## src/verilog/fault_pkg.sv

```systemverilog
package fault_pkg;
	// ************************************************
	// bus geometry
	// ************************************************
	localparam int ADDR_W = 12;
	localparam int DATA_W = 8;
	localparam int FUSE_AW = 5;
	localparam int FUSE_DEPTH = 32;

	// ************************************************
	// register offsets
	// ************************************************
	localparam logic [11:0] A_OEN_MAIN = 12'h040;
	localparam logic [11:0] A_OEN_SUPPLY = 12'h041;
	localparam logic [11:0] A_FLAGS_MAIN = 12'h042;
	localparam logic [11:0] A_FLAGS_SUPPLY = 12'h043;
	localparam logic [11:0] A_PATTERN_COUNT = 12'h044;
	localparam logic [11:0] A_CONTROL = 12'h045;
	localparam logic [11:0] A_FRAME_COUNT = 12'h046;
	localparam logic [11:0] A_FRAME_LIMIT = 12'h047;
	localparam logic [11:0] A_CORR_CLEAR = 12'h048;
	localparam logic [11:0] A_MASK_OEN = 12'h049;
	localparam logic [11:0] A_MASK_FLAGS = 12'h04A;
	localparam logic [11:0] A_UNCORR_COUNT = 12'h04B;
	localparam logic [11:0] A_UNCORR_LIMIT = 12'h04C;
	localparam logic [11:0] A_CORR_COUNT = 12'h04D;
	localparam logic [11:0] A_CORR_LIMIT = 12'h04E;
	localparam logic [11:0] A_ADC_SOURCE = 12'h050;
	localparam logic [11:0] A_CAMERA_SOURCE = 12'h051;
	localparam logic [11:0] A_INJ_INTERVAL = 12'h052;
	localparam logic [11:0] A_INJ_BURST = 12'h053;
	localparam logic [11:0] A_FRAME_WINDOW = 12'h054;
	localparam logic [11:0] A_MASK_LATCH_CLEAR = 12'h8C7;
	localparam logic [11:0] A_PIPE0_STATUS = 12'h934;
	localparam logic [11:0] A_PIPE1_STATUS = 12'h974;
	localparam logic [11:0] A_PIPE2_STATUS = 12'h9B4;
	localparam logic [11:0] A_PIPE3_STATUS = 12'h9F4;

	// ************************************************
	// field positions
	// ************************************************
	localparam int F_SEQ = 0;
	localparam int F_BLK = 1;
	localparam int F_PATTERN = 2;
	localparam int F_FRAME = 3;
	localparam int F_CORR = 4;
	localparam int F_ADC = 5;
	localparam int F_CAMERA = 6;
	localparam int F_MEM = 7;
	localparam int F_CMP = 0;
	localparam int F_BROWN = 1;
	localparam int F_POWERUP = 2;
	localparam int F_OVER = 3;
	localparam int F_RETAIN = 4;
	localparam int F_FUSE = 5;
	localparam int C_PATTERN_ON = 0;
	localparam int C_INJ_ON = 1;
	localparam int C_INJ_BURST = 2;
	localparam int C_SYNC_AGG = 3;
	localparam int K_ALL = 0;
	localparam int K_UNCORR = 1;
	localparam int K_CORR = 2;

	// ************************************************
	// reset values and constants
	// ************************************************
	localparam logic [7:0] RV_ZERO = 8'h00;
	localparam logic [7:0] RV_FRAME_WINDOW = 8'h10;
	localparam logic [7:0] RV_INJ_INTERVAL = 8'h40;
	localparam logic [7:0] RV_INJ_BURST = 8'h04;
	localparam logic [7:0] COUNT_MAX = 8'hFF;
	localparam logic [15:0] CRC_POLY = 16'h8005;
	localparam logic [15:0] CRC_INIT = 16'hFFFF;

	typedef enum logic [1:0] {
		FUSE_IDLE = 2'b00,
		FUSE_READ = 2'b01,
		FUSE_CHECK = 2'b11,
		FUSE_DONE = 2'b10
	} fuse_state_t;
endpackage : fault_pkg

```

## src/verilog/inj_if.sv

```systemverilog
`timescale 1ns/1ps
interface inj_if;
	logic enable;
	logic burst;
	logic [7:0] burst_len;
	logic [7:0] interval;
	logic inject;
	modport ctl (output enable, output burst, output burst_len, output interval, input inject);
	modport gen (input enable, input burst, input burst_len, input interval, output inject);
endinterface : inj_if

```

## src/verilog/fault_injector.sv

```systemverilog
`timescale 1ns/1ps
module fault_injector (
	// clock and reset
	input wire logic clk,
	input wire logic rst,
	// control and pulse
	inj_if.gen bus
);
	import fault_pkg::*;

	logic [7:0] gap_q;
	logic [7:0] left_q;
	logic inject_q;

	// gap counts idle bits, left counts remaining corrupted bits
	always_ff @(posedge clk) begin
		if (rst || !bus.enable) begin
			gap_q <= RV_ZERO;
			left_q <= RV_ZERO;
			inject_q <= 1'b0;
		end else if (left_q != RV_ZERO) begin
			inject_q <= 1'b1;
			left_q <= left_q - 8'h01;
		end else begin
			inject_q <= 1'b0;
			if (gap_q >= bus.interval) begin
				gap_q <= RV_ZERO;
				// zero burst length still flips one bit
				left_q <= (bus.burst && bus.burst_len != RV_ZERO) ? bus.burst_len : 8'h01;
			end else begin
				gap_q <= gap_q + 8'h01;
			end
		end
	end

	assign bus.inject = inject_q;
endmodule : fault_injector

```

## src/verilog/link_error_flag_aggregator.sv

```systemverilog
`timescale 1ns/1ps
module link_error_flag_aggregator (
	// clock and reset
	input wire logic REF_CLK,
	input wire logic RST,
	// register port
	input wire logic [fault_pkg::ADDR_W-1:0] ADDR,
	input wire logic [fault_pkg::DATA_W-1:0] WDATA,
	input wire logic WR,
	input wire logic RD,
	output logic [fault_pkg::DATA_W-1:0] RDATA,
	// video receive events
	input wire logic VIDEO_SEQUENCE_SLIP,
	input wire logic VIDEO_BLOCK_LENGTH_BAD,
	input wire logic PATTERN_MISMATCH,
	input wire logic [3:0] PIPE_LOCK,
	input wire logic [3:0] VSYNC,
	// correction decoder events
	input wire logic UNCORRECTABLE_BLOCK,
	input wire logic CORRECTED_BIT,
	// monitor events
	input wire logic [7:0] ADC_LIMIT_HIT,
	input wire logic [7:0] CAMERA_RX_FAULT,
	input wire logic MEMORY_FAULT,
	input wire logic SLEEP_EXIT,
	input wire logic RETAINED_CRC_BAD,
	input wire logic LINK_LOCKED,
	// analog supply indications
	input wire logic SUPPLY_CMP_LOW,
	input wire logic CORE_SUPPLY_LOW,
	input wire logic ANALOG_SUPPLY_LOW,
	input wire logic POWERUP_SUPPLY_LOW,
	input wire logic SUPPLY_OVER,
	// fuse array
	output logic [fault_pkg::FUSE_AW-1:0] FUSE_ADDR,
	input wire logic [7:0] FUSE_DATA,
	// outgoing link bit
	input wire logic LINK_TX_IN,
	output logic LINK_TX_OUT,
	// error pin
	output logic ERROR_OUT_N
);
	import fault_pkg::*;

	// ************************************************
	// helpers
	// ************************************************
	function automatic logic [7:0] sticky(input logic [7:0] cur, input logic [7:0] set, input logic [7:0] clr);
		sticky = set | (cur & ~clr);
	endfunction : sticky

	// a new event in the clearing cycle restarts at one, not zero
	function automatic logic [7:0] count_next(input logic [7:0] cur, input logic inc, input logic clr);
		if (clr) begin
			count_next = inc ? 8'h01 : RV_ZERO;
		end else if (inc && cur != COUNT_MAX) begin
			count_next = cur + 8'h01;
		end else begin
			count_next = cur;
		end
	endfunction : count_next

	function automatic logic [15:0] crc_step(input logic [15:0] crc, input logic [7:0] data);
		logic [15:0] c;
		c = crc;
		for (int i = 7; i >= 0; i--) begin
			c = (c[15] ^ data[i]) ? ({c[14:0], 1'b0} ^ CRC_POLY) : {c[14:0], 1'b0};
		end
		crc_step = c;
	endfunction : crc_step

	// ************************************************
	// bus decode
	// ************************************************
	logic wr_oen_main, wr_oen_supply, wr_control, wr_frame_limit, wr_corr_clear, wr_mask_oen;
	logic wr_uncorr_limit, wr_corr_limit, wr_inj_interval, wr_inj_burst, wr_frame_window, wr_mask_clear;
	logic rd_flags_main, rd_flags_supply, rd_pattern, rd_frame, rd_adc, rd_camera;

	assign wr_oen_main = WR && ADDR == A_OEN_MAIN;
	assign wr_oen_supply = WR && ADDR == A_OEN_SUPPLY;
	assign wr_control = WR && ADDR == A_CONTROL;
	assign wr_frame_limit = WR && ADDR == A_FRAME_LIMIT;
	assign wr_corr_clear = WR && ADDR == A_CORR_CLEAR;
	assign wr_mask_oen = WR && ADDR == A_MASK_OEN;
	assign wr_uncorr_limit = WR && ADDR == A_UNCORR_LIMIT;
	assign wr_corr_limit = WR && ADDR == A_CORR_LIMIT;
	assign wr_inj_interval = WR && ADDR == A_INJ_INTERVAL;
	assign wr_inj_burst = WR && ADDR == A_INJ_BURST;
	assign wr_frame_window = WR && ADDR == A_FRAME_WINDOW;
	assign wr_mask_clear = WR && ADDR == A_MASK_LATCH_CLEAR;
	assign rd_flags_main = RD && ADDR == A_FLAGS_MAIN;
	assign rd_flags_supply = RD && ADDR == A_FLAGS_SUPPLY;
	assign rd_pattern = RD && ADDR == A_PATTERN_COUNT;
	assign rd_frame = RD && ADDR == A_FRAME_COUNT;
	assign rd_adc = RD && ADDR == A_ADC_SOURCE;
	assign rd_camera = RD && ADDR == A_CAMERA_SOURCE;

	// ************************************************
	// configuration registers
	// ************************************************
	logic [7:0] oen_main_q, oen_supply_q, control_q, frame_limit_q, mask_oen_q;
	logic [7:0] uncorr_limit_q, corr_limit_q, inj_interval_q, inj_burst_q, frame_window_q;

	always_ff @(posedge REF_CLK) begin
		if (RST) begin
			oen_main_q <= RV_ZERO;
			oen_supply_q <= RV_ZERO;
			control_q <= RV_ZERO;
			frame_limit_q <= RV_ZERO;
			mask_oen_q <= RV_ZERO;
			uncorr_limit_q <= RV_ZERO;
			corr_limit_q <= RV_ZERO;
			inj_interval_q <= RV_INJ_INTERVAL;
			inj_burst_q <= RV_INJ_BURST;
			frame_window_q <= RV_FRAME_WINDOW;
		end else begin
			if (wr_oen_main) oen_main_q <= WDATA;
			if (wr_oen_supply) oen_supply_q <= {2'b00, WDATA[5:0]};
			if (wr_control) control_q <= {4'h0, WDATA[3:0]};
			if (wr_frame_limit) frame_limit_q <= WDATA;
			if (wr_mask_oen) mask_oen_q <= {4'h0, WDATA[3:0]};
			if (wr_uncorr_limit) uncorr_limit_q <= WDATA;
			if (wr_corr_limit) corr_limit_q <= WDATA;
			if (wr_inj_interval) inj_interval_q <= WDATA;
			if (wr_inj_burst) inj_burst_q <= WDATA;
			if (wr_frame_window) frame_window_q <= WDATA;
		end
	end

	// ************************************************
	// supply indication synchroniser
	// ************************************************
	logic [4:0] supply_meta_q, supply_q;

	// analog comparators are asynchronous to the reference clock
	always_ff @(posedge REF_CLK) begin
		if (RST) begin
			supply_meta_q <= 5'h00;
			supply_q <= 5'h00;
		end else begin
			supply_meta_q <= {SUPPLY_OVER, POWERUP_SUPPLY_LOW, ANALOG_SUPPLY_LOW, CORE_SUPPLY_LOW, SUPPLY_CMP_LOW};
			supply_q <= supply_meta_q;
		end
	end

	// ************************************************
	// video masking
	// ************************************************
	logic [3:0] masked_live, masked_latch_q;

	// all four unlocked means no output at all, so nothing is masked
	assign masked_live = control_q[C_SYNC_AGG] ? (~PIPE_LOCK & {4{|PIPE_LOCK}}) : 4'h0;

	always_ff @(posedge REF_CLK) begin
		if (RST) begin
			masked_latch_q <= 4'h0;
		end else begin
			masked_latch_q <= masked_live | (masked_latch_q & {4{~wr_mask_clear}});
		end
	end

	// ************************************************
	// frame align window
	// ************************************************
	logic [3:0] vsync_prev_q, vsync_seen_q, vsync_rise;
	logic [7:0] window_left_q;
	logic window_open_q, frame_miss;

	assign vsync_rise = VSYNC & ~vsync_prev_q;
	assign frame_miss = window_open_q && window_left_q == RV_ZERO && (vsync_seen_q | vsync_rise) != 4'hF;

	always_ff @(posedge REF_CLK) begin
		if (RST) begin
			vsync_prev_q <= 4'h0;
			vsync_seen_q <= 4'h0;
			window_left_q <= RV_ZERO;
			window_open_q <= 1'b0;
		end else begin
			vsync_prev_q <= VSYNC;
			if (!window_open_q) begin
				if (vsync_rise != 4'h0) begin
					window_open_q <= 1'b1;
					window_left_q <= frame_window_q;
					vsync_seen_q <= vsync_rise;
				end
			end else if (window_left_q == RV_ZERO) begin
				window_open_q <= 1'b0;
				vsync_seen_q <= 4'h0;
			end else begin
				window_left_q <= window_left_q - 8'h01;
				vsync_seen_q <= vsync_seen_q | vsync_rise;
			end
		end
	end

	// ************************************************
	// counters
	// ************************************************
	logic [7:0] pattern_count_q, frame_count_q, uncorr_count_q, corr_count_q;
	logic clr_uncorr, clr_corr;

	assign clr_uncorr = wr_corr_clear && (WDATA[K_ALL] || WDATA[K_UNCORR]);
	assign clr_corr = wr_corr_clear && (WDATA[K_ALL] || WDATA[K_CORR]);

	always_ff @(posedge REF_CLK) begin
		if (RST) begin
			pattern_count_q <= RV_ZERO;
			frame_count_q <= RV_ZERO;
			uncorr_count_q <= RV_ZERO;
			corr_count_q <= RV_ZERO;
		end else begin
			pattern_count_q <= count_next(pattern_count_q, PATTERN_MISMATCH && control_q[C_PATTERN_ON], rd_pattern);
			frame_count_q <= count_next(frame_count_q, frame_miss, rd_frame);
			uncorr_count_q <= count_next(uncorr_count_q, UNCORRECTABLE_BLOCK, clr_uncorr);
			corr_count_q <= count_next(corr_count_q, CORRECTED_BIT, clr_corr);
		end
	end

	// ************************************************
	// latched sources and flags
	// ************************************************
	logic [7:0] adc_src_q, camera_src_q, sticky_main_q, sticky_supply_q;
	logic [7:0] main_set, supply_set, flags_main, flags_supply;
	logic powerup_phase_q, fuse_fail;

	assign main_set = {MEMORY_FAULT, 5'h00, VIDEO_BLOCK_LENGTH_BAD, VIDEO_SEQUENCE_SLIP};
	assign supply_set = {2'b00,
		1'b0,
		SLEEP_EXIT && RETAINED_CRC_BAD,
		supply_q[4] && LINK_LOCKED,
		supply_q[3] && powerup_phase_q,
		supply_q[1] || supply_q[2],
		supply_q[0]};

	always_ff @(posedge REF_CLK) begin
		if (RST) begin
			adc_src_q <= RV_ZERO;
			camera_src_q <= RV_ZERO;
			sticky_main_q <= RV_ZERO;
			sticky_supply_q <= RV_ZERO;
		end else begin
			adc_src_q <= sticky(adc_src_q, ADC_LIMIT_HIT, {8{rd_adc}});
			camera_src_q <= sticky(camera_src_q, CAMERA_RX_FAULT, {8{rd_camera}});
			sticky_main_q <= sticky(sticky_main_q, main_set, {8{rd_flags_main}});
			sticky_supply_q <= sticky(sticky_supply_q, supply_set | {2'b00, fuse_fail, 5'h00},
				{8{rd_flags_supply}});
		end
	end

	always_comb begin
		flags_main = sticky_main_q;
		flags_main[F_PATTERN] = control_q[C_PATTERN_ON] && pattern_count_q != RV_ZERO;
		flags_main[F_FRAME] = frame_count_q > frame_limit_q;
		flags_main[F_CORR] = uncorr_count_q > uncorr_limit_q || corr_count_q > corr_limit_q;
		flags_main[F_ADC] = |adc_src_q;
		flags_main[F_CAMERA] = |camera_src_q;
		flags_supply = sticky_supply_q;
	end

	// ************************************************
	// fuse signature check
	// ************************************************
	fuse_state_t fuse_state_q;
	logic [FUSE_AW-1:0] fuse_addr_q, data_idx_q;
	logic data_valid_q;
	logic [15:0] crc_q, sig_q;

	// signature low byte lands on the first check cycle, so compare only on the second
	assign fuse_fail = fuse_state_q == FUSE_CHECK && !data_valid_q && crc_q != sig_q;

	// read data of the array lag the address by one cycle
	always_ff @(posedge REF_CLK) begin
		if (RST) begin
			fuse_state_q <= FUSE_IDLE;
			fuse_addr_q <= '0;
			data_idx_q <= '0;
			data_valid_q <= 1'b0;
			crc_q <= CRC_INIT;
			sig_q <= 16'h0000;
		end else begin
			data_valid_q <= fuse_state_q == FUSE_READ;
			data_idx_q <= fuse_addr_q;
			if (data_valid_q) begin
				if (data_idx_q == FUSE_AW'(FUSE_DEPTH - 2)) begin
					sig_q[15:8] <= FUSE_DATA;
				end else if (data_idx_q == FUSE_AW'(FUSE_DEPTH - 1)) begin
					sig_q[7:0] <= FUSE_DATA;
				end else begin
					crc_q <= crc_step(crc_q, FUSE_DATA);
				end
			end
			case (fuse_state_q)
				FUSE_IDLE: begin
					fuse_state_q <= FUSE_READ;
				end
				FUSE_READ: begin
					if (fuse_addr_q == FUSE_AW'(FUSE_DEPTH - 1)) begin
						fuse_state_q <= FUSE_CHECK;
					end else begin
						fuse_addr_q <= fuse_addr_q + 1'b1;
					end
				end
				FUSE_CHECK: begin
					// wait out the last data beat before comparing
					if (!data_valid_q) fuse_state_q <= FUSE_DONE;
				end
				FUSE_DONE: begin
					fuse_state_q <= FUSE_DONE;
				end
				default: begin
					fuse_state_q <= FUSE_IDLE;
				end
			endcase
		end
	end

	// power-up window ends when the fuse check is finished
	always_ff @(posedge REF_CLK) begin
		if (RST) begin
			powerup_phase_q <= 1'b1;
		end else if (fuse_state_q == FUSE_DONE) begin
			powerup_phase_q <= 1'b0;
		end
	end

	// ************************************************
	// fault injector and link bit
	// ************************************************
	inj_if inj ();
	logic link_tx_q;

	assign inj.enable = control_q[C_INJ_ON];
	assign inj.burst = control_q[C_INJ_BURST];
	assign inj.burst_len = inj_burst_q;
	assign inj.interval = inj_interval_q;

	fault_injector u_injector (
		.clk(REF_CLK),
		.rst(RST),
		.bus(inj.gen)
	);

	always_ff @(posedge REF_CLK) begin
		if (RST) begin
			link_tx_q <= 1'b0;
		end else begin
			link_tx_q <= LINK_TX_IN ^ inj.inject;
		end
	end

	// ************************************************
	// error pin and read data
	// ************************************************
	logic error_n_q;
	logic [7:0] rdata_q, rd_value;

	always_ff @(posedge REF_CLK) begin
		if (RST) begin
			error_n_q <= 1'b1;
		end else begin
			error_n_q <= ~(|(flags_main & oen_main_q) || |(flags_supply & oen_supply_q)
				|| |(masked_live & mask_oen_q[3:0]));
		end
	end

	always_comb begin
		case (ADDR)
			A_OEN_MAIN: rd_value = oen_main_q;
			A_OEN_SUPPLY: rd_value = oen_supply_q;
			A_FLAGS_MAIN: rd_value = flags_main;
			A_FLAGS_SUPPLY: rd_value = flags_supply;
			A_PATTERN_COUNT: rd_value = pattern_count_q;
			A_CONTROL: rd_value = control_q;
			A_FRAME_COUNT: rd_value = frame_count_q;
			A_FRAME_LIMIT: rd_value = frame_limit_q;
			A_MASK_OEN: rd_value = mask_oen_q;
			A_MASK_FLAGS: rd_value = {4'h0, masked_live};
			A_UNCORR_COUNT: rd_value = uncorr_count_q;
			A_UNCORR_LIMIT: rd_value = uncorr_limit_q;
			A_CORR_COUNT: rd_value = corr_count_q;
			A_CORR_LIMIT: rd_value = corr_limit_q;
			A_ADC_SOURCE: rd_value = adc_src_q;
			A_CAMERA_SOURCE: rd_value = camera_src_q;
			A_INJ_INTERVAL: rd_value = inj_interval_q;
			A_INJ_BURST: rd_value = inj_burst_q;
			A_FRAME_WINDOW: rd_value = frame_window_q;
			A_PIPE0_STATUS: rd_value = {6'h00, masked_live[0], masked_live[0] | masked_latch_q[0]};
			A_PIPE1_STATUS: rd_value = {6'h00, masked_live[1], masked_live[1] | masked_latch_q[1]};
			A_PIPE2_STATUS: rd_value = {6'h00, masked_live[2], masked_live[2] | masked_latch_q[2]};
			A_PIPE3_STATUS: rd_value = {6'h00, masked_live[3], masked_live[3] | masked_latch_q[3]};
			default: rd_value = RV_ZERO;
		endcase
	end

	// read data stand in each cycle after a cycle with RD high, as long as RD is held, zero otherwise
	always_ff @(posedge REF_CLK) begin
		if (RST) begin
			rdata_q <= RV_ZERO;
		end else begin
			rdata_q <= RD ? rd_value : RV_ZERO;
		end
	end

	assign RDATA = rdata_q;
	assign ERROR_OUT_N = error_n_q;
	assign LINK_TX_OUT = link_tx_q;
	assign FUSE_ADDR = fuse_addr_q;
endmodule : link_error_flag_aggregator

```

## config.mk

```make
export PLATFORM = sky130hd
export DESIGN_NAME = link_error_flag_aggregator
export DESIGN_NICKNAME = d
export VERILOG_FILES = /design/src/verilog/fault_pkg.sv /design/src/verilog/inj_if.sv /design/src/verilog/fault_injector.sv /design/src/verilog/link_error_flag_aggregator.sv
export SDC_FILE = /design/constraint.sdc
export NUM_CORES = 1
export LEC_CHECK = 0
export ABC_AREA = 1
export CORE_UTILIZATION = 56
export DETAILED_ROUTE_END_ITERATION = 16
export DONT_BUFFER_PORTS = 1
export PLACE_DENSITY = 0.68
export SLEW_MARGIN = 40
export SYNTH_ARGS = -nofsm -noshare
export SYNTH_HDL_FRONTEND = slang
export SYNTH_SLANG_ARGS = --single-unit
```

## constraint.sdc

```tcl
create_clock -name REF_CLK -period 2.6 [get_ports REF_CLK]
set_input_delay 0.26 -clock REF_CLK [delete_from_list [all_inputs] [get_ports REF_CLK]]
set_output_delay 0.26 -clock REF_CLK [all_outputs]
set_load 0.005 [all_outputs]
```

==> impl_results.html, run 1 <==
<table>
<tr><th>Metric</th><th>Value</th></tr>
<tr><th colspan="2">Die</th></tr>
<tr><td>Die Y</td><td>between 100 and 150 µm</td></tr>
<tr><td>Io pins</td><td>86</td></tr>
<tr><td>Number of cell rows</td><td>52</td></tr>
<tr><td>Die X</td><td>146 µm</td></tr>
<tr><td>Core region area</td><td>roughly 0.020 mm²</td></tr>
<tr><td>Die Footprint</td><td>0.0213 mm²</td></tr>
<tr><td>Initial Util</td><td>0.573</td></tr>
<tr><th colspan="2">Global routing</th></tr>
<tr><td>Grt met1 use</td><td>0.444</td></tr>
<tr><td>Met2 routing resource usage after global routing</td><td>0.526</td></tr>
<tr><td>Remaining global-route overflow</td><td>0</td></tr>
<tr><td>Via count of the first global-routing pass</td><td>between 10000 and 15000</td></tr>
<tr><td>Overall fraction of global-route tracks in use</td><td>0.328</td></tr>
<tr><td>Layer with the highest usage after global routing</td><td>met2</td></tr>
<tr><td>Global-route wire length before repair</td><td>55300 µm</td></tr>
<tr><td>Largest net degree at the start of global routing</td><td>120</td></tr>
<tr><td>Met3 routing resource usage after global routing</td><td>0.0533</td></tr>
<tr><td>Initial antenna violation count</td><td>0</td></tr>
<tr><th colspan="2">Place</th></tr>
<tr><td>Detailed-placement wirelength estimate</td><td>25500 µm</td></tr>
<tr><td>Final weighted congestion in routability-driven placement</td><td>1.04</td></tr>
<tr><td>Port Buffers</td><td>0</td></tr>
<tr><th colspan="2">Worst setup path</th></tr>
<tr><td>Worst-path fanout max</td><td>5</td></tr>
<tr><td>Critical-path cell list</td><td>inv_1 &gt; ha_1 &gt; nand2_1 &gt; nor2_1 &gt; nand2_1 &gt; nor2_1 &gt; nand3_1 &gt; a21oi_2 &gt; nand2_1 &gt; nand2_1 &gt; inv_1 &gt; nor4_1 &gt; nor3_1</td></tr>
<tr><td>Cell with the largest stage delay on the worst path</td><td>sky130_fd_sc_hd__dfxtp_1</td></tr>
<tr><td>Worst Setup Start Kind</td><td>flip-flop</td></tr>
<tr><td>Path depth of the worst reg2reg path</td><td>13</td></tr>
<tr><td>Critical path type</td><td>reg -&gt; reg</td></tr>
<tr><td>Worst path max stage delay</td><td>300 ps</td></tr>
<tr><td>Source of the critical timing path</td><td>window_left_q[0]</td></tr>
<tr><td>CP Capture Point</td><td>frame_count_q[6]</td></tr>
<tr><td>Crit. End Element</td><td>flip-flop</td></tr>
<tr><td>CP most frequent cell</td><td>sky130_fd_sc_hd__nand2_1</td></tr>
<tr><td>Critical Path AT</td><td>between 2000 and 3000 ps</td></tr>
<tr><td>Worst reg-to-reg setup slack</td><td>520 ps</td></tr>
<tr><td>Critical register-to-register path startpoint</td><td>window_left_q[0]</td></tr>
<tr><td>Worst R2R End</td><td>frame_count_q[6]</td></tr>
<tr><td>Required time of the critical path</td><td>just over 3000 ps</td></tr>
<tr><th colspan="2">Synthesis</th></tr>
<tr><td>Cell accounting for the most synthesized area</td><td>sky130_fd_sc_hd__dfxtp_1</td></tr>
<tr><td>Most used flip-flop cell after synthesis</td><td>sky130_fd_sc_hd__dfxtp_1</td></tr>
<tr><td>Total standard cell area after synthesis</td><td>0.0116 mm²</td></tr>
<tr><td>Part of the Yosys area used for sequential elements</td><td>0.403</td></tr>
<tr><td>Synthesized flop and latch total</td><td>233</td></tr>
<tr><td>Post-synth top area share</td><td>0.403</td></tr>
<tr><td>Cell types occupying the most area after synthesis</td><td>sky130_fd_sc_hd__dfxtp_1 40%, sky130_fd_sc_hd__inv_1 7.4%, sky130_fd_sc_hd__nand2_1 7.3%, sky130_fd_sc_hd__nor2_1 6.9%, sky130_fd_sc_hd__a21oi_1 5.7%</td></tr>
<tr><td>Count of yosys warnings during synthesis</td><td>0</td></tr>
<tr><td>Number of enable flip-flop cells after synthesis</td><td>0</td></tr>
<tr><td>Average cell area after synthesis</td><td>around 7.3 µm²</td></tr>
<tr><td>Number of nets produced by synthesis</td><td>1691</td></tr>
<tr><td>Async S/R FF share, synth</td><td>0</td></tr>
<tr><td>Unique masters post-synth</td><td>56</td></tr>
<tr><td>Post-synthesis cell count</td><td>1578</td></tr>
<tr><th colspan="2">STA</th></tr>
<tr><td>Setup repair after global routing missed its margin</td><td>false</td></tr>
<tr><td>Final hold violation count</td><td>0</td></tr>
<tr><td>Final number of max-transition violations</td><td>0</td></tr>
<tr><td>Final TNS setup</td><td>0 ps</td></tr>
<tr><td>Worst Tran Pin Value</td><td>838 ps</td></tr>
<tr><td>Maximum clock frequency</td><td>roughly 480 MHz</td></tr>
<tr><td>Final clock period utilization by the worst path</td><td>0.800</td></tr>
<tr><td>Final critical path time including I/O delays and setup</td><td>2080 ps</td></tr>
<tr><td>Worst-case headroom to the max-slew limit</td><td>0.440</td></tr>
<tr><td>Max Clock Skew</td><td>15.6 ps</td></tr>
<tr><td>Worst hold slack after final layout</td><td>9.43 ps</td></tr>
<tr><td>Setup-violating endpoint count in the final report</td><td>0</td></tr>
<tr><th colspan="2">Clock tree</th></tr>
<tr><td>Clk root buf</td><td>sky130_fd_sc_hd__clkbuf_16</td></tr>
<tr><td>Clock latency on the worst-skew pair</td><td>530 ps</td></tr>
<tr><td>Clock tree from TritonCTS</td><td>built</td></tr>
<tr><td>Maximum number of buffers from clock root to sink</td><td>3</td></tr>
<tr><td>Clock input transition at the sequential cells of the worst setup and hold paths</td><td>60 ps</td></tr>
<tr><td>CTS Buf Count</td><td>25</td></tr>
<tr><td>Sink Count</td><td>233</td></tr>
<tr><td>Max H-tree Level</td><td>1</td></tr>
<tr><th colspan="2">Detailed routing</th></tr>
<tr><td>Post-Route WL</td><td>34900 µm</td></tr>
<tr><td>Antenna Nets Post-Route</td><td>0</td></tr>
<tr><td>Post-DR wirelength/cell</td><td>18.2 µm</td></tr>
<tr><td>DR iter-0 viols</td><td>1060</td></tr>
<tr><td>DRC</td><td>0</td></tr>
<tr><td>Routed vias</td><td>10918</td></tr>
<tr><td>Number of vias per cell</td><td>5.69</td></tr>
<tr><td>First drt pass iteration count</td><td>7</td></tr>
<tr><th colspan="2">Pwr</th></tr>
<tr><td>Maximum vdd drop</td><td>between 0.5 and 0.6 mV</td></tr>
<tr><td>Switching pwr</td><td>2180 µW</td></tr>
<tr><td>Net switching share of the total power</td><td>0.263</td></tr>
<tr><td>Share of power burned in registers</td><td>0.464</td></tr>
<tr><td>Static power due to leakage</td><td>0.00530 µW</td></tr>
<tr><td>Internal cell power</td><td>6130 µW</td></tr>
<tr><td>PD cells</td><td>629 mW/mm²</td></tr>
<tr><td>Clock network fraction of design power</td><td>0.422</td></tr>
<tr><td>Combinational Power Share</td><td>0.115</td></tr>
<tr><th colspan="2">Run status</th></tr>
<tr><td>Result of the run</td><td>finished, final reports clean</td></tr>
<tr><th colspan="2">Finish</th></tr>
<tr><td>Count of fill cells added during filler insertion</td><td>1761</td></tr>
<tr><td>Nets</td><td>1742</td></tr>
<tr><td>Layout cell share with drive strength beyond 1</td><td>0.0667</td></tr>
<tr><td>Area growth from synthesis to layout</td><td>14.1%</td></tr>
<tr><td>Antenna Diode Count</td><td>0</td></tr>
<tr><th colspan="2">Run</th></tr>
<tr><td>Maxcap violations</td><td>0</td></tr>
<tr><th colspan="2">Worst hold path</th></tr>
<tr><td>Path category of the worst min-delay check</td><td>in -&gt; reg</td></tr>
</table>
-- placed cells by master, fill, tap and decap left out, drive strengths merged, types with 13 or more instances in the layout --
cell type | netlist | routed
a211oi | 59 | 59
a21oi | 134 | 134
clkbuf | 26 | 37
dfxtp | 233 | 233
dlygate4sd3 | 0 | 56
ha | 42 | 42
inv | 244 | 245
nand2 | 231 | 231
nand3 | 57 | 57
nand4 | 21 | 21
nor2 | 233 | 233
nor3 | 31 | 31
o211ai | 18 | 18
o21ai | 95 | 95
o22ai | 29 | 29
xnor2 | 13 | 13
xor2 | 25 | 25
-- layout make-up --
type / count / area [µm²] / area share
multi-input cells: 1054 / 5810 / 0.439
flip-flops and latches: 233 / 4660 / 0.353
inverters: 248 / 932 / 0.0705
clock buffers: 37 / 701 / 0.0530
repair buffers: 67 / 676 / 0.0511
well taps: 270 / 338 / 0.0255
clock inverters: 9 / 101 / 0.00766
-- synth_stat cells (10+ instances only) --
cell type                    n
sky130_fd_sc_hd__xor2_1     24
sky130_fd_sc_hd__o21ai_0    89
sky130_fd_sc_hd__o211ai_1   18
sky130_fd_sc_hd__nand3_1    55
sky130_fd_sc_hd__nand4_1    21
sky130_fd_sc_hd__a211oi_1   52
sky130_fd_sc_hd__nand2_1   226
sky130_fd_sc_hd__ha_1       42
sky130_fd_sc_hd__xnor2_1    13
sky130_fd_sc_hd__inv_1     227
sky130_fd_sc_hd__nor2_1    213
sky130_fd_sc_hd__clkbuf_1   26
sky130_fd_sc_hd__a21oi_1   133
sky130_fd_sc_hd__o22ai_1    29
sky130_fd_sc_hd__o221ai_1   10
sky130_fd_sc_hd__nor3_1     28
sky130_fd_sc_hd__nor2_2     10
sky130_fd_sc_hd__inv_2      17
sky130_fd_sc_hd__dfxtp_1   233
-- metrics by stage --
step	power, µW	area, µm²	util	cells	setup WS, ps
2_1_floorplan	4570	11600	-	1578	798
4_1_cts	8340	13200	0.653	1918	518
3_5_place_dp	4730	11800	0.585	1815	546
3_3_place_gp	4710	11800	0.585	1815	601
6_report	8310	13200	0.653	1918	521
5_1_grt	8650	13200	0.653	1918	201
-- cells by family after synthesis --
| kind of cell | share of synthesized area |
|---|---|
| AO/OA/AOI/OAI | 0.197 |
| XOR/XNOR | 0.0294 |
| adder cells (fa/ha/maj) | 0.0453 |
| buffers and inverters | 0.0961 |
| flip-flops | 0.403 |
| AND/OR/NAND/NOR | 0.229 |
-- power by group through the flow --
| stage | combinational, µW | clock [µW] | sequential [µW] |
|---|---|---|---|
| after floorplan | 690 | 0 | 3880 |
| after global placement | 786 | 0 | 3930 |
| after detailed placement | 805 | 0 | 3930 |
| after CTS | 944 | 3540 | 3850 |
| after global routing | 1090 | 3690 | 3870 |
| final | 956 | 3500 | 3850 |
-- layer usage --
metal	wire length, µm	up-vias	share of wire
met5	0	-	0
met4	1310	0	0.038
met3	2920	97	0.083
met2	15400	465	0.44
met1	15300	4982	0.44
li1	-	5374	-
-- timing repair --
action                                 CTS  global route
gates resized for setup                  0             0
hold buffers                            57             0
endpoints found under the hold margin  144             0
setup endpoints to repair                0             0
buffers inserted                         0             0
-- flip-flops by register name (all words and copies together) (netlist names), 6 cells and up --
name / count
oen_supply_q: 6
oen_main_q: 8
pattern_count_q: 8
frame_count_q: 8
uncorr_count_q: 8
window_left_q: 8
adc_src_q: 8
crc_q: 16
inj.burst_len: 8
camera_src_q: 8
flags_supply: 8
u_injector.left_q: 8
inj.interval: 8
corr_count_q: 8
u_injector.gap_q: 8
RDATA: 8
corr_limit_q: 8
frame_limit_q: 8
sig_q: 16
frame_window_q: 8
uncorr_limit_q: 8
-- critical path, delay by kind of cell, from the launching register on --
family                   cells  cell delay, ps
AO/OA/AOI/OAI                1             170
adder cells (fa/ha/maj)      1             210
buffers and inverters        2             170
flip-flops                   1             300
AND/OR/NAND/NOR              9            1110
-- worst min-delay path by stage --
stage | start | endpoint | slack (ps) | cells after the start
detailed placement | RST | corr_limit_q[5] | 340 | 1
finish | FUSE_DATA[0] | crc_q[2] | 9 | 3
global route | FUSE_DATA[0] | crc_q[2] | 30 | 3
CTS | FUSE_DATA[0] | crc_q[2] | 3 | 3
floorplan | SUPPLY_CMP_LOW | supply_meta_q[0] | 370 | 2
global placement | RST | corr_limit_q[3] | 340 | 1
Power figures use the tool's default switching activity.
==> inputs of run 2 (changes only) <==
- ABC_AREA: 1 -> 0
- PLACE_DENSITY: 0.68 -> 0.71
- clock period: 2.6 -> 1.8 ns (I/O delays scaled with it)
==> run 2 against run 1 <==
Compared with the run above:
- the flow now finishes with violations (hold timing, setup timing)
- flip-flop and latch count did not move
- worst setup slack got worse by 740 ps
- register-to-register slack got worse by 740 ps
- critical path depth fell by 5
- combinational power rose by 110%
- clock power rose by 60%
==> impl_results.html, run 2 <==
<table>
<tr><th>Metric</th><th>Value</th></tr>
<tr><th colspan="2">STA</th></tr>
<tr><td>Final hold violation count</td><td>81</td></tr>
<tr><td>Worst Tran Pin Value</td><td>733 ps</td></tr>
<tr><td>Final number of max-transition violations</td><td>0</td></tr>
<tr><td>Worst hold slack after final layout</td><td>-254 ps</td></tr>
<tr><td>Final TNS setup</td><td>-4660 ps</td></tr>
<tr><td>Setup-violating endpoint count in the final report</td><td>39</td></tr>
<tr><td>Worst-case headroom to the max-slew limit</td><td>0.510</td></tr>
<tr><td>Max Clock Skew</td><td>17.9 ps</td></tr>
<tr><td>Setup repair after global routing missed its margin</td><td>true</td></tr>
<tr><td>Final critical path time including I/O delays and setup</td><td>2010 ps</td></tr>
<tr><td>Min setup slack post-route</td><td>-215 ps</td></tr>
<tr><td>Final clock period utilization by the worst path</td><td>1.12</td></tr>
<tr><td>Maximum clock frequency</td><td>496 MHz</td></tr>
<tr><th colspan="2">Die</th></tr>
<tr><td>Number of cell rows</td><td>52</td></tr>
<tr><td>Die Y</td><td>146 µm</td></tr>
<tr><td>Initial Util</td><td>0.573</td></tr>
<tr><td>Die Footprint</td><td>0.0213 mm²</td></tr>
<tr><td>Die X</td><td>146 µm</td></tr>
<tr><td>Io pins</td><td>86</td></tr>
<tr><td>Core region area</td><td>approximately 0.020 mm²</td></tr>
<tr><th colspan="2">Global routing</th></tr>
<tr><td>Largest net degree at the start of global routing</td><td>around 160</td></tr>
<tr><td>Remaining global-route overflow</td><td>0</td></tr>
<tr><td>Via count of the first global-routing pass</td><td>about 11000</td></tr>
<tr><td>Global-route wire length before repair</td><td>60000 µm</td></tr>
<tr><td>Overall fraction of global-route tracks in use</td><td>0.357</td></tr>
<tr><td>Initial antenna violation count</td><td>0</td></tr>
<tr><th colspan="2">Synthesis</th></tr>
<tr><td>Part of the Yosys area used for sequential elements</td><td>0.401</td></tr>
<tr><td>Async S/R FF share, synth</td><td>0</td></tr>
<tr><td>Total standard cell area after synthesis</td><td>around 0.012 mm²</td></tr>
<tr><td>Leading post-synthesis cells by instance count</td><td>233 x sky130_fd_sc_hd__dfxtp_1, 197 x sky130_fd_sc_hd__nor2_1, 110 x sky130_fd_sc_hd__mux2i_1</td></tr>
<tr><td>Number of nets produced by synthesis</td><td>~1400</td></tr>
<tr><td>Post-synth top area share</td><td>0.401</td></tr>
<tr><td>Most used flip-flop cell after synthesis</td><td>sky130_fd_sc_hd__dfxtp_1</td></tr>
<tr><td>Cell types occupying the most area after synthesis</td><td>sky130_fd_sc_hd__dfxtp_1 40%, sky130_fd_sc_hd__mux2i_1 9.5%, sky130_fd_sc_hd__nor2_1 6.4%, sky130_fd_sc_hd__ha_1 4.5%, sky130_fd_sc_hd__xnor2_1 3.8%</td></tr>
<tr><td>Post-synthesis cell count</td><td>1321</td></tr>
<tr><td>Most common cell in the netlist</td><td>sky130_fd_sc_hd__dfxtp_1</td></tr>
<tr><td>Average cell area after synthesis</td><td>about 8.8 µm²</td></tr>
<tr><td>Unique masters post-synth</td><td>85</td></tr>
<tr><td>Count of yosys warnings during synthesis</td><td>0</td></tr>
<tr><td>Number of enable flip-flop cells after synthesis</td><td>0</td></tr>
<tr><td>Synthesized flop and latch total</td><td>233</td></tr>
<tr><td>Cell accounting for the most synthesized area</td><td>sky130_fd_sc_hd__dfxtp_1</td></tr>
<tr><th colspan="2">Place</th></tr>
<tr><td>Cell total after placement</td><td>between 1500 and 2000</td></tr>
<tr><td>Detailed-placement wirelength estimate</td><td>25600 µm</td></tr>
<tr><td>Port Buffers</td><td>0</td></tr>
<tr><td>Final weighted congestion in routability-driven placement</td><td>1.02</td></tr>
<tr><th colspan="2">Clock tree</th></tr>
<tr><td>Clock latency on the worst-skew pair</td><td>~550 ps</td></tr>
<tr><td>CTS Buf Count</td><td>25</td></tr>
<tr><td>Max H-tree Level</td><td>1</td></tr>
<tr><td>Sink Count</td><td>233</td></tr>
<tr><td>Clk root buf</td><td>sky130_fd_sc_hd__clkbuf_16</td></tr>
<tr><td>Maximum number of buffers from clock root to sink</td><td>3</td></tr>
<tr><td>Clock tree from TritonCTS</td><td>built</td></tr>
<tr><td>Clock input transition at the sequential cells of the worst setup and hold paths</td><td>60 ps</td></tr>
<tr><th colspan="2">Detailed routing</th></tr>
<tr><td>Post-DR wirelength/cell</td><td>between 20 and 25 µm</td></tr>
<tr><td>First drt pass iteration count</td><td>6</td></tr>
<tr><td>DR iter-0 viols</td><td>840</td></tr>
<tr><td>Post-Route WL</td><td>39900 µm</td></tr>
<tr><td>Antenna Nets Post-Route</td><td>0</td></tr>
<tr><td>Routed vias</td><td>11304</td></tr>
<tr><td>DRC</td><td>0</td></tr>
<tr><td>Number of vias per cell</td><td>6.05</td></tr>
<tr><th colspan="2">Worst setup path</th></tr>
<tr><td>Cell with the largest stage delay on the worst path</td><td>sky130_fd_sc_hd__a211oi_4</td></tr>
<tr><td>Worst Setup Start Kind</td><td>flip-flop</td></tr>
<tr><td>Worst path max stage delay</td><td>380 ps</td></tr>
<tr><td>Critical path type</td><td>reg -&gt; reg</td></tr>
<tr><td>Critical-path cell list</td><td>inv_2 &gt; ha_4 &gt; nand2b_4 &gt; a21o_1 &gt; a211o_4 &gt; a211oi_4 &gt; nand2b_4 &gt; a211oi_2</td></tr>
<tr><td>Crit. End Element</td><td>flip-flop</td></tr>
<tr><td>Worst-path fanout max</td><td>7</td></tr>
<tr><td>Critical Path AT</td><td>2430 ps</td></tr>
<tr><td>CP most frequent cell</td><td>sky130_fd_sc_hd__nand2b_4</td></tr>
<tr><td>Required time of the critical path</td><td>2210 ps</td></tr>
<tr><th colspan="2">Pwr</th></tr>
<tr><td>Net switching share of the total power</td><td>0.252</td></tr>
<tr><td>Switching pwr</td><td>3300 µW</td></tr>
<tr><td>PD cells</td><td>824 mW/mm²</td></tr>
<tr><td>Clock network fraction of design power</td><td>0.429</td></tr>
<tr><td>Internal cell power</td><td>roughly 10000 µW</td></tr>
<tr><td>Share of power burned in registers</td><td>0.421</td></tr>
<tr><td>Combinational Power Share</td><td>0.150</td></tr>
<tr><td>Maximum vdd drop</td><td>1.26 mV</td></tr>
<tr><td>Total Power Consumption</td><td>13100 µW</td></tr>
<tr><td>Static power due to leakage</td><td>0.00676 µW</td></tr>
<tr><th colspan="2">Run</th></tr>
<tr><td>Maxcap violations</td><td>0</td></tr>
<tr><th colspan="2">Finish</th></tr>
<tr><td>Biggest regs</td><td>crc_q: 16 flops, sig_q: 16 flops</td></tr>
<tr><td>Nets</td><td>1694</td></tr>
<tr><td>Layout cell share with drive strength beyond 1</td><td>0.260</td></tr>
<tr><td>Area growth from synthesis to layout</td><td>36.5%</td></tr>
<tr><td>Commonest non-fill, non-tap cell in the layout</td><td>sky130_fd_sc_hd__dfxtp_1</td></tr>
<tr><td>Leading cell types in the layout, fill and taps excluded</td><td>206 x sky130_fd_sc_hd__dfxtp_1, 193 x sky130_fd_sc_hd__nor2_1, 188 x sky130_fd_sc_hd__buf_4</td></tr>
<tr><td>Antenna Diode Count</td><td>0</td></tr>
<tr><td>Final Util</td><td>0.782</td></tr>
<tr><td>Count of fill cells added during filler insertion</td><td>1297</td></tr>
<tr><td>Final cell count without fillers</td><td>approximately 1900</td></tr>
<tr><th colspan="2">Run status</th></tr>
<tr><td>Result of the run</td><td>finished with violations</td></tr>
<tr><td>Failing checks</td><td>hold timing, setup timing</td></tr>
<tr><th colspan="2">Worst hold path</th></tr>
<tr><td>Path category of the worst min-delay check</td><td>in -&gt; reg</td></tr>
</table>
run 2: worst max-delay path: cells and delay by family, from the launching register on:
| family | cells | cell delay [ps] |
|---|---|---|
| buffers and inverters | 1 | 50 |
| AOI/OAI and AO/OA | 4 | 930 |
| DFF | 1 | 330 |
| adders and majority gates | 1 | 200 |
| and+or+nand+nor | 2 | 380 |
run 2: what timing repair did:
action	4_1_cts	5_1_grt
gates resized for setup	71	88
setup endpoints to repair	42	74
cloned	1	0
hold buffers	81	5
pin swaps	26	43
endpoints found under the hold margin	192	89
setup buffers	14	16
run 2: logic make-up (layout without fill, tap and decap cells):
logic type      after synthesis  count (layout)  synth area share
simple gates                497             497             0.210
compound gates              248             248             0.146
flops                       233             233             0.401
mux                         117             117             0.103
buf+inv                     115             393            0.0410
xor+xnor                     69              69            0.0533
fa+ha+maj                    42              42            0.0452
run 2: stage by stage:
| stage | cell area [µm²] | worst slack (ps) |
|---|---|---|
| after floorplan | 11800 | -132 |
| after global placement | 13200 | -335 |
| after detailed placement | 13200 | -405 |
| after CTS | 15400 | -190 |
| after global routing | 15900 | -306 |
| final | 15900 | -215 |
run 2: power by group through the flow:
stage / Combinational [µW] / Sequential, µW / Clock (µW)
2_1_floorplan: 1010 / 5570 / 0
3_3_place_gp: 1400 / 5590 / 0
3_5_place_dp: 1430 / 5590 / 0
4_1_cts: 1750 / 5480 / 5620
5_1_grt: 2090 / 5520 / 5840
6_report: 1960 / 5500 / 5610
run 2: area by class of cell:
type	instances	area (µm²)	area share
Clock buffer	35	723	0.0456
Clock inverter	10	176	0.0111
Inverter	58	218	0.0137
Multi-Input combinational cell	973	7210	0.454
Sequential cell	233	4700	0.296
Tap cell	270	338	0.0213
Timing Repair Buffer	290	2500	0.158
run 2: metal layers:
| layer | GRT usage | share of wire | vias to the layer above |
|---|---|---|---|
| li1 | - | - | 5229 |
| met3 | 0.0744 | 0.075 | 130 |
| met5 | 0 | 0 | - |
| met1 | 0.449 | 0.41 | 5441 |
| met4 | 0.141 | 0.043 | 0 |
| met2 | 0.600 | 0.47 | 504 |
run 2: path summary, 6_finish.rpt:
path                             from                    to  slack [ps]  cells past startpoint
setup reg to reg  u_injector.gap_q[0]  u_injector.left_q[5]        -210                      8
hold / removal                    RST       camera_src_q[1]        -250                      1
hold reg to reg           supply_q[2]       flags_supply[1]         460                      2
setup / recovery  u_injector.gap_q[0]  u_injector.left_q[5]        -210                      8
==> inputs of run 3 (changes only) <==
- PLACE_DENSITY: 0.71 -> unset
- PLACE_DENSITY_LB_ADDON: unset -> 0.1
==> run 3 against run 2 <==
Compared with the run above:
- count of clock-buffer cells in the layout decreased by 3
- the run still ends with hold timing, setup timing left
- die area unchanged
- worst setup slack got worse by 56 ps
==> impl_results.html, run 3 (synthesis results as in run 2) <==
<table>
<tr><th>Metric</th><th>Value</th></tr>
<tr><th colspan="2">Die</th></tr>
<tr><td>Core region area</td><td>0.0203 mm²</td></tr>
<tr><td>Number of cell rows</td><td>52</td></tr>
<tr><td>Die Footprint</td><td>0.0213 mm²</td></tr>
<tr><td>Io pins</td><td>86</td></tr>
<tr><td>Die X</td><td>146 µm</td></tr>
<tr><td>Die Y</td><td>146 µm</td></tr>
<tr><td>Initial Util</td><td>0.573</td></tr>
<tr><th colspan="2">STA</th></tr>
<tr><td>Final critical path time including I/O delays and setup</td><td>2070 ps</td></tr>
<tr><td>Setup repair after global routing missed its margin</td><td>true</td></tr>
<tr><td>Final number of max-transition violations</td><td>0</td></tr>
<tr><td>Final clock period utilization by the worst path</td><td>1.15</td></tr>
<tr><td>Maximum clock frequency</td><td>483 MHz</td></tr>
<tr><td>Max Clock Skew</td><td>18.6 ps</td></tr>
<tr><td>Final hold violation count</td><td>97</td></tr>
<tr><td>Min setup slack post-route</td><td>-270 ps</td></tr>
<tr><td>Worst-case headroom to the max-slew limit</td><td>0.486</td></tr>
<tr><td>Worst hold slack after final layout</td><td>-271 ps</td></tr>
<tr><td>Setup-violating endpoint count in the final report</td><td>39</td></tr>
<tr><td>Worst Tran Pin Value</td><td>769 ps</td></tr>
<tr><th colspan="2">Finish</th></tr>
<tr><td>Count of fill cells added during filler insertion</td><td>1410</td></tr>
<tr><td>Final cell count without fillers</td><td>1864</td></tr>
<tr><td>Nets</td><td>about 1700</td></tr>
<tr><td>Layout cell share with drive strength beyond 1</td><td>0.269</td></tr>
<tr><td>Area growth from synthesis to layout</td><td>35.7%</td></tr>
<tr><td>Leading cell types in the layout, fill and taps excluded</td><td>207 x sky130_fd_sc_hd__dfxtp_1, 195 x sky130_fd_sc_hd__buf_4, 193 x sky130_fd_sc_hd__nor2_1</td></tr>
<tr><td>Biggest regs</td><td>crc_q: 16 flops, sig_q: 16 flops</td></tr>
<tr><td>Final cell area excluding filler cells</td><td>0.0158 mm²</td></tr>
<tr><td>Commonest non-fill, non-tap cell in the layout</td><td>sky130_fd_sc_hd__dfxtp_1</td></tr>
<tr><th colspan="2">Place</th></tr>
<tr><td>Cell total after placement</td><td>1713</td></tr>
<tr><td>Final weighted congestion in routability-driven placement</td><td>1.00</td></tr>
<tr><td>Area post-placement</td><td>0.0132 mm²</td></tr>
<tr><td>Port Buffers</td><td>0</td></tr>
<tr><td>Detailed-placement wirelength estimate</td><td>25800 µm</td></tr>
<tr><th colspan="2">Run status</th></tr>
<tr><td>Result of the run</td><td>finished with violations</td></tr>
<tr><td>Failing checks</td><td>hold timing, setup timing</td></tr>
<tr><th colspan="2">Pwr</th></tr>
<tr><td>PD cells</td><td>819 mW/mm²</td></tr>
<tr><td>Maximum vdd drop</td><td>approximately 1.0 mV</td></tr>
<tr><td>Static power due to leakage</td><td>~0.0067 µW</td></tr>
<tr><th colspan="2">Worst setup path</th></tr>
<tr><td>Path depth of the worst reg2reg path</td><td>9</td></tr>
<tr><td>Worst Setup Start Kind</td><td>flip-flop</td></tr>
<tr><td>Crit. End Element</td><td>flip-flop</td></tr>
<tr><td>Required time of the critical path</td><td>2250 ps</td></tr>
<tr><td>Critical Path AT</td><td>2520 ps</td></tr>
<tr><td>Critical path type</td><td>reg -&gt; reg</td></tr>
<tr><td>Worst-path fanout max</td><td>4</td></tr>
<tr><td>Worst reg-to-reg setup slack</td><td>-270 ps</td></tr>
<tr><th colspan="2">Clock tree</th></tr>
<tr><td>Clock tree from TritonCTS</td><td>built</td></tr>
<tr><td>CTS Buf Count</td><td>25</td></tr>
<tr><td>Sink Count</td><td>233</td></tr>
<tr><td>Clk root buf</td><td>sky130_fd_sc_hd__clkbuf_16</td></tr>
<tr><td>Maximum number of buffers from clock root to sink</td><td>3</td></tr>
<tr><td>Clock latency on the worst-skew pair</td><td>550 ps</td></tr>
<tr><td>Clock input transition at the sequential cells of the worst setup and hold paths</td><td>approximately 70 ps</td></tr>
<tr><td>Max H-tree Level</td><td>1</td></tr>
<tr><th colspan="2">Global routing</th></tr>
<tr><td>Overall fraction of global-route tracks in use</td><td>0.355</td></tr>
<tr><td>Remaining global-route overflow</td><td>0</td></tr>
<tr><td>Global-route wire length before repair</td><td>59600 µm</td></tr>
<tr><td>Largest net degree at the start of global routing</td><td>about 160</td></tr>
<tr><td>Via count of the first global-routing pass</td><td>10867</td></tr>
<tr><td>Initial antenna violation count</td><td>1</td></tr>
<tr><th colspan="2">Detailed routing</th></tr>
<tr><td>Post-DR wirelength/cell</td><td>around 22 µm</td></tr>
<tr><td>Routed vias</td><td>about 11000</td></tr>
<tr><td>Number of vias per cell</td><td>6.03</td></tr>
<tr><td>First drt pass iteration count</td><td>6</td></tr>
<tr><td>Antenna Nets Post-Route</td><td>0</td></tr>
<tr><td>Post-Route WL</td><td>40100 µm</td></tr>
<tr><td>DR iter-0 viols</td><td>826</td></tr>
<tr><td>DRC</td><td>0</td></tr>
<tr><th colspan="2">Worst hold path</th></tr>
<tr><td>Hold path depth</td><td>1</td></tr>
<tr><td>Path category of the worst min-delay check</td><td>in -&gt; reg</td></tr>
<tr><th colspan="2">Run</th></tr>
<tr><td>Maxcap violations</td><td>0</td></tr>
</table>
run 3: cell count changes in the layout (fill, tap and decap cells not counted), sizes merged:
cell         before  now
clkinvlp          3    2
clkbuf           36   32
inv              59   58
dlygate4sd3      86   74
buf             203  209
clkinv            2    8
diode             0    1
run 3: final cells by class:
class	instances	area, µm²	share of cell area
Timing Repair Buffer	283	2390	0.151
Multi-Input combinational cell	973	7240	0.459
Inverter	58	218	0.0138
Sequential cell	233	4700	0.298
Antenna cell	1	2.50	0.000159
Clock inverter	14	183	0.0116
Tap cell	270	338	0.0214
Clock buffer	32	712	0.0451
run 3: path summary, 6_finish.rpt:
| kind | from | to |
|---|---|---|
| max | u_injector.gap_q[0] | u_injector.left_q[1] |
| min reg2reg | supply_q[2] | flags_supply[1] |
| min | RST | camera_src_q[0] |
| max reg2reg | u_injector.gap_q[0] | u_injector.left_q[1] |
run 3: report_power, final:
group | internal [µW] | total, µW | switching [µW]
logic | 974 | 1880 | 904
clock network | 3370 | 5550 | 2180
registers | 5340 | 5500 | 160
total | 9680 | 12900 | 3240
run 3: timing repair:
action / in CTS / in global routing
buffers inserted: 15 / 15
cloned: 0 / 1
resized for setup: 64 / 95
hold endpoints to repair: 192 / 98
pin swaps: 27 / 44
hold buffers: 66 / 8
setup endpoints to repair: 45 / 78
run 3: metal layers:
metal	wire (µm)	GRT usage	vias up
met2	18900	0.601	495
li1	-	-	5218
met3	3040	0.0638	132
met4	1690	0.136	0
met1	16500	0.448	5399
met5	0	0	-
run 3: metrics by stage:
step / TNS [ps] / setup WS, ps / util / total power, µW
after floorplan: -3530 / -132 / - / 6580
after global placement: -10890 / -302 / 0.652 / 6960
after detailed placement: -12970 / -272 / 0.652 / 7000
after CTS: -3080 / -176 / 0.748 / 12700
after global routing: -7470 / -306 / 0.777 / 13300
final: -4630 / -270 / 0.777 / 12900
run 3: critical path, cell delays in order (launching register included):
cell and delay (ps):
sky130_fd_sc_hd__dfxtp_2 350, sky130_fd_sc_hd__inv_2 60, sky130_fd_sc_hd__ha_4 210, sky130_fd_sc_hd__nand2b_4 130
sky130_fd_sc_hd__a21o_1 180, sky130_fd_sc_hd__a211o_4 360, sky130_fd_sc_hd__a211oi_4 310, sky130_fd_sc_hd__buf_4 180
sky130_fd_sc_hd__a311oi_2 40, sky130_fd_sc_hd__a211oi_1 180
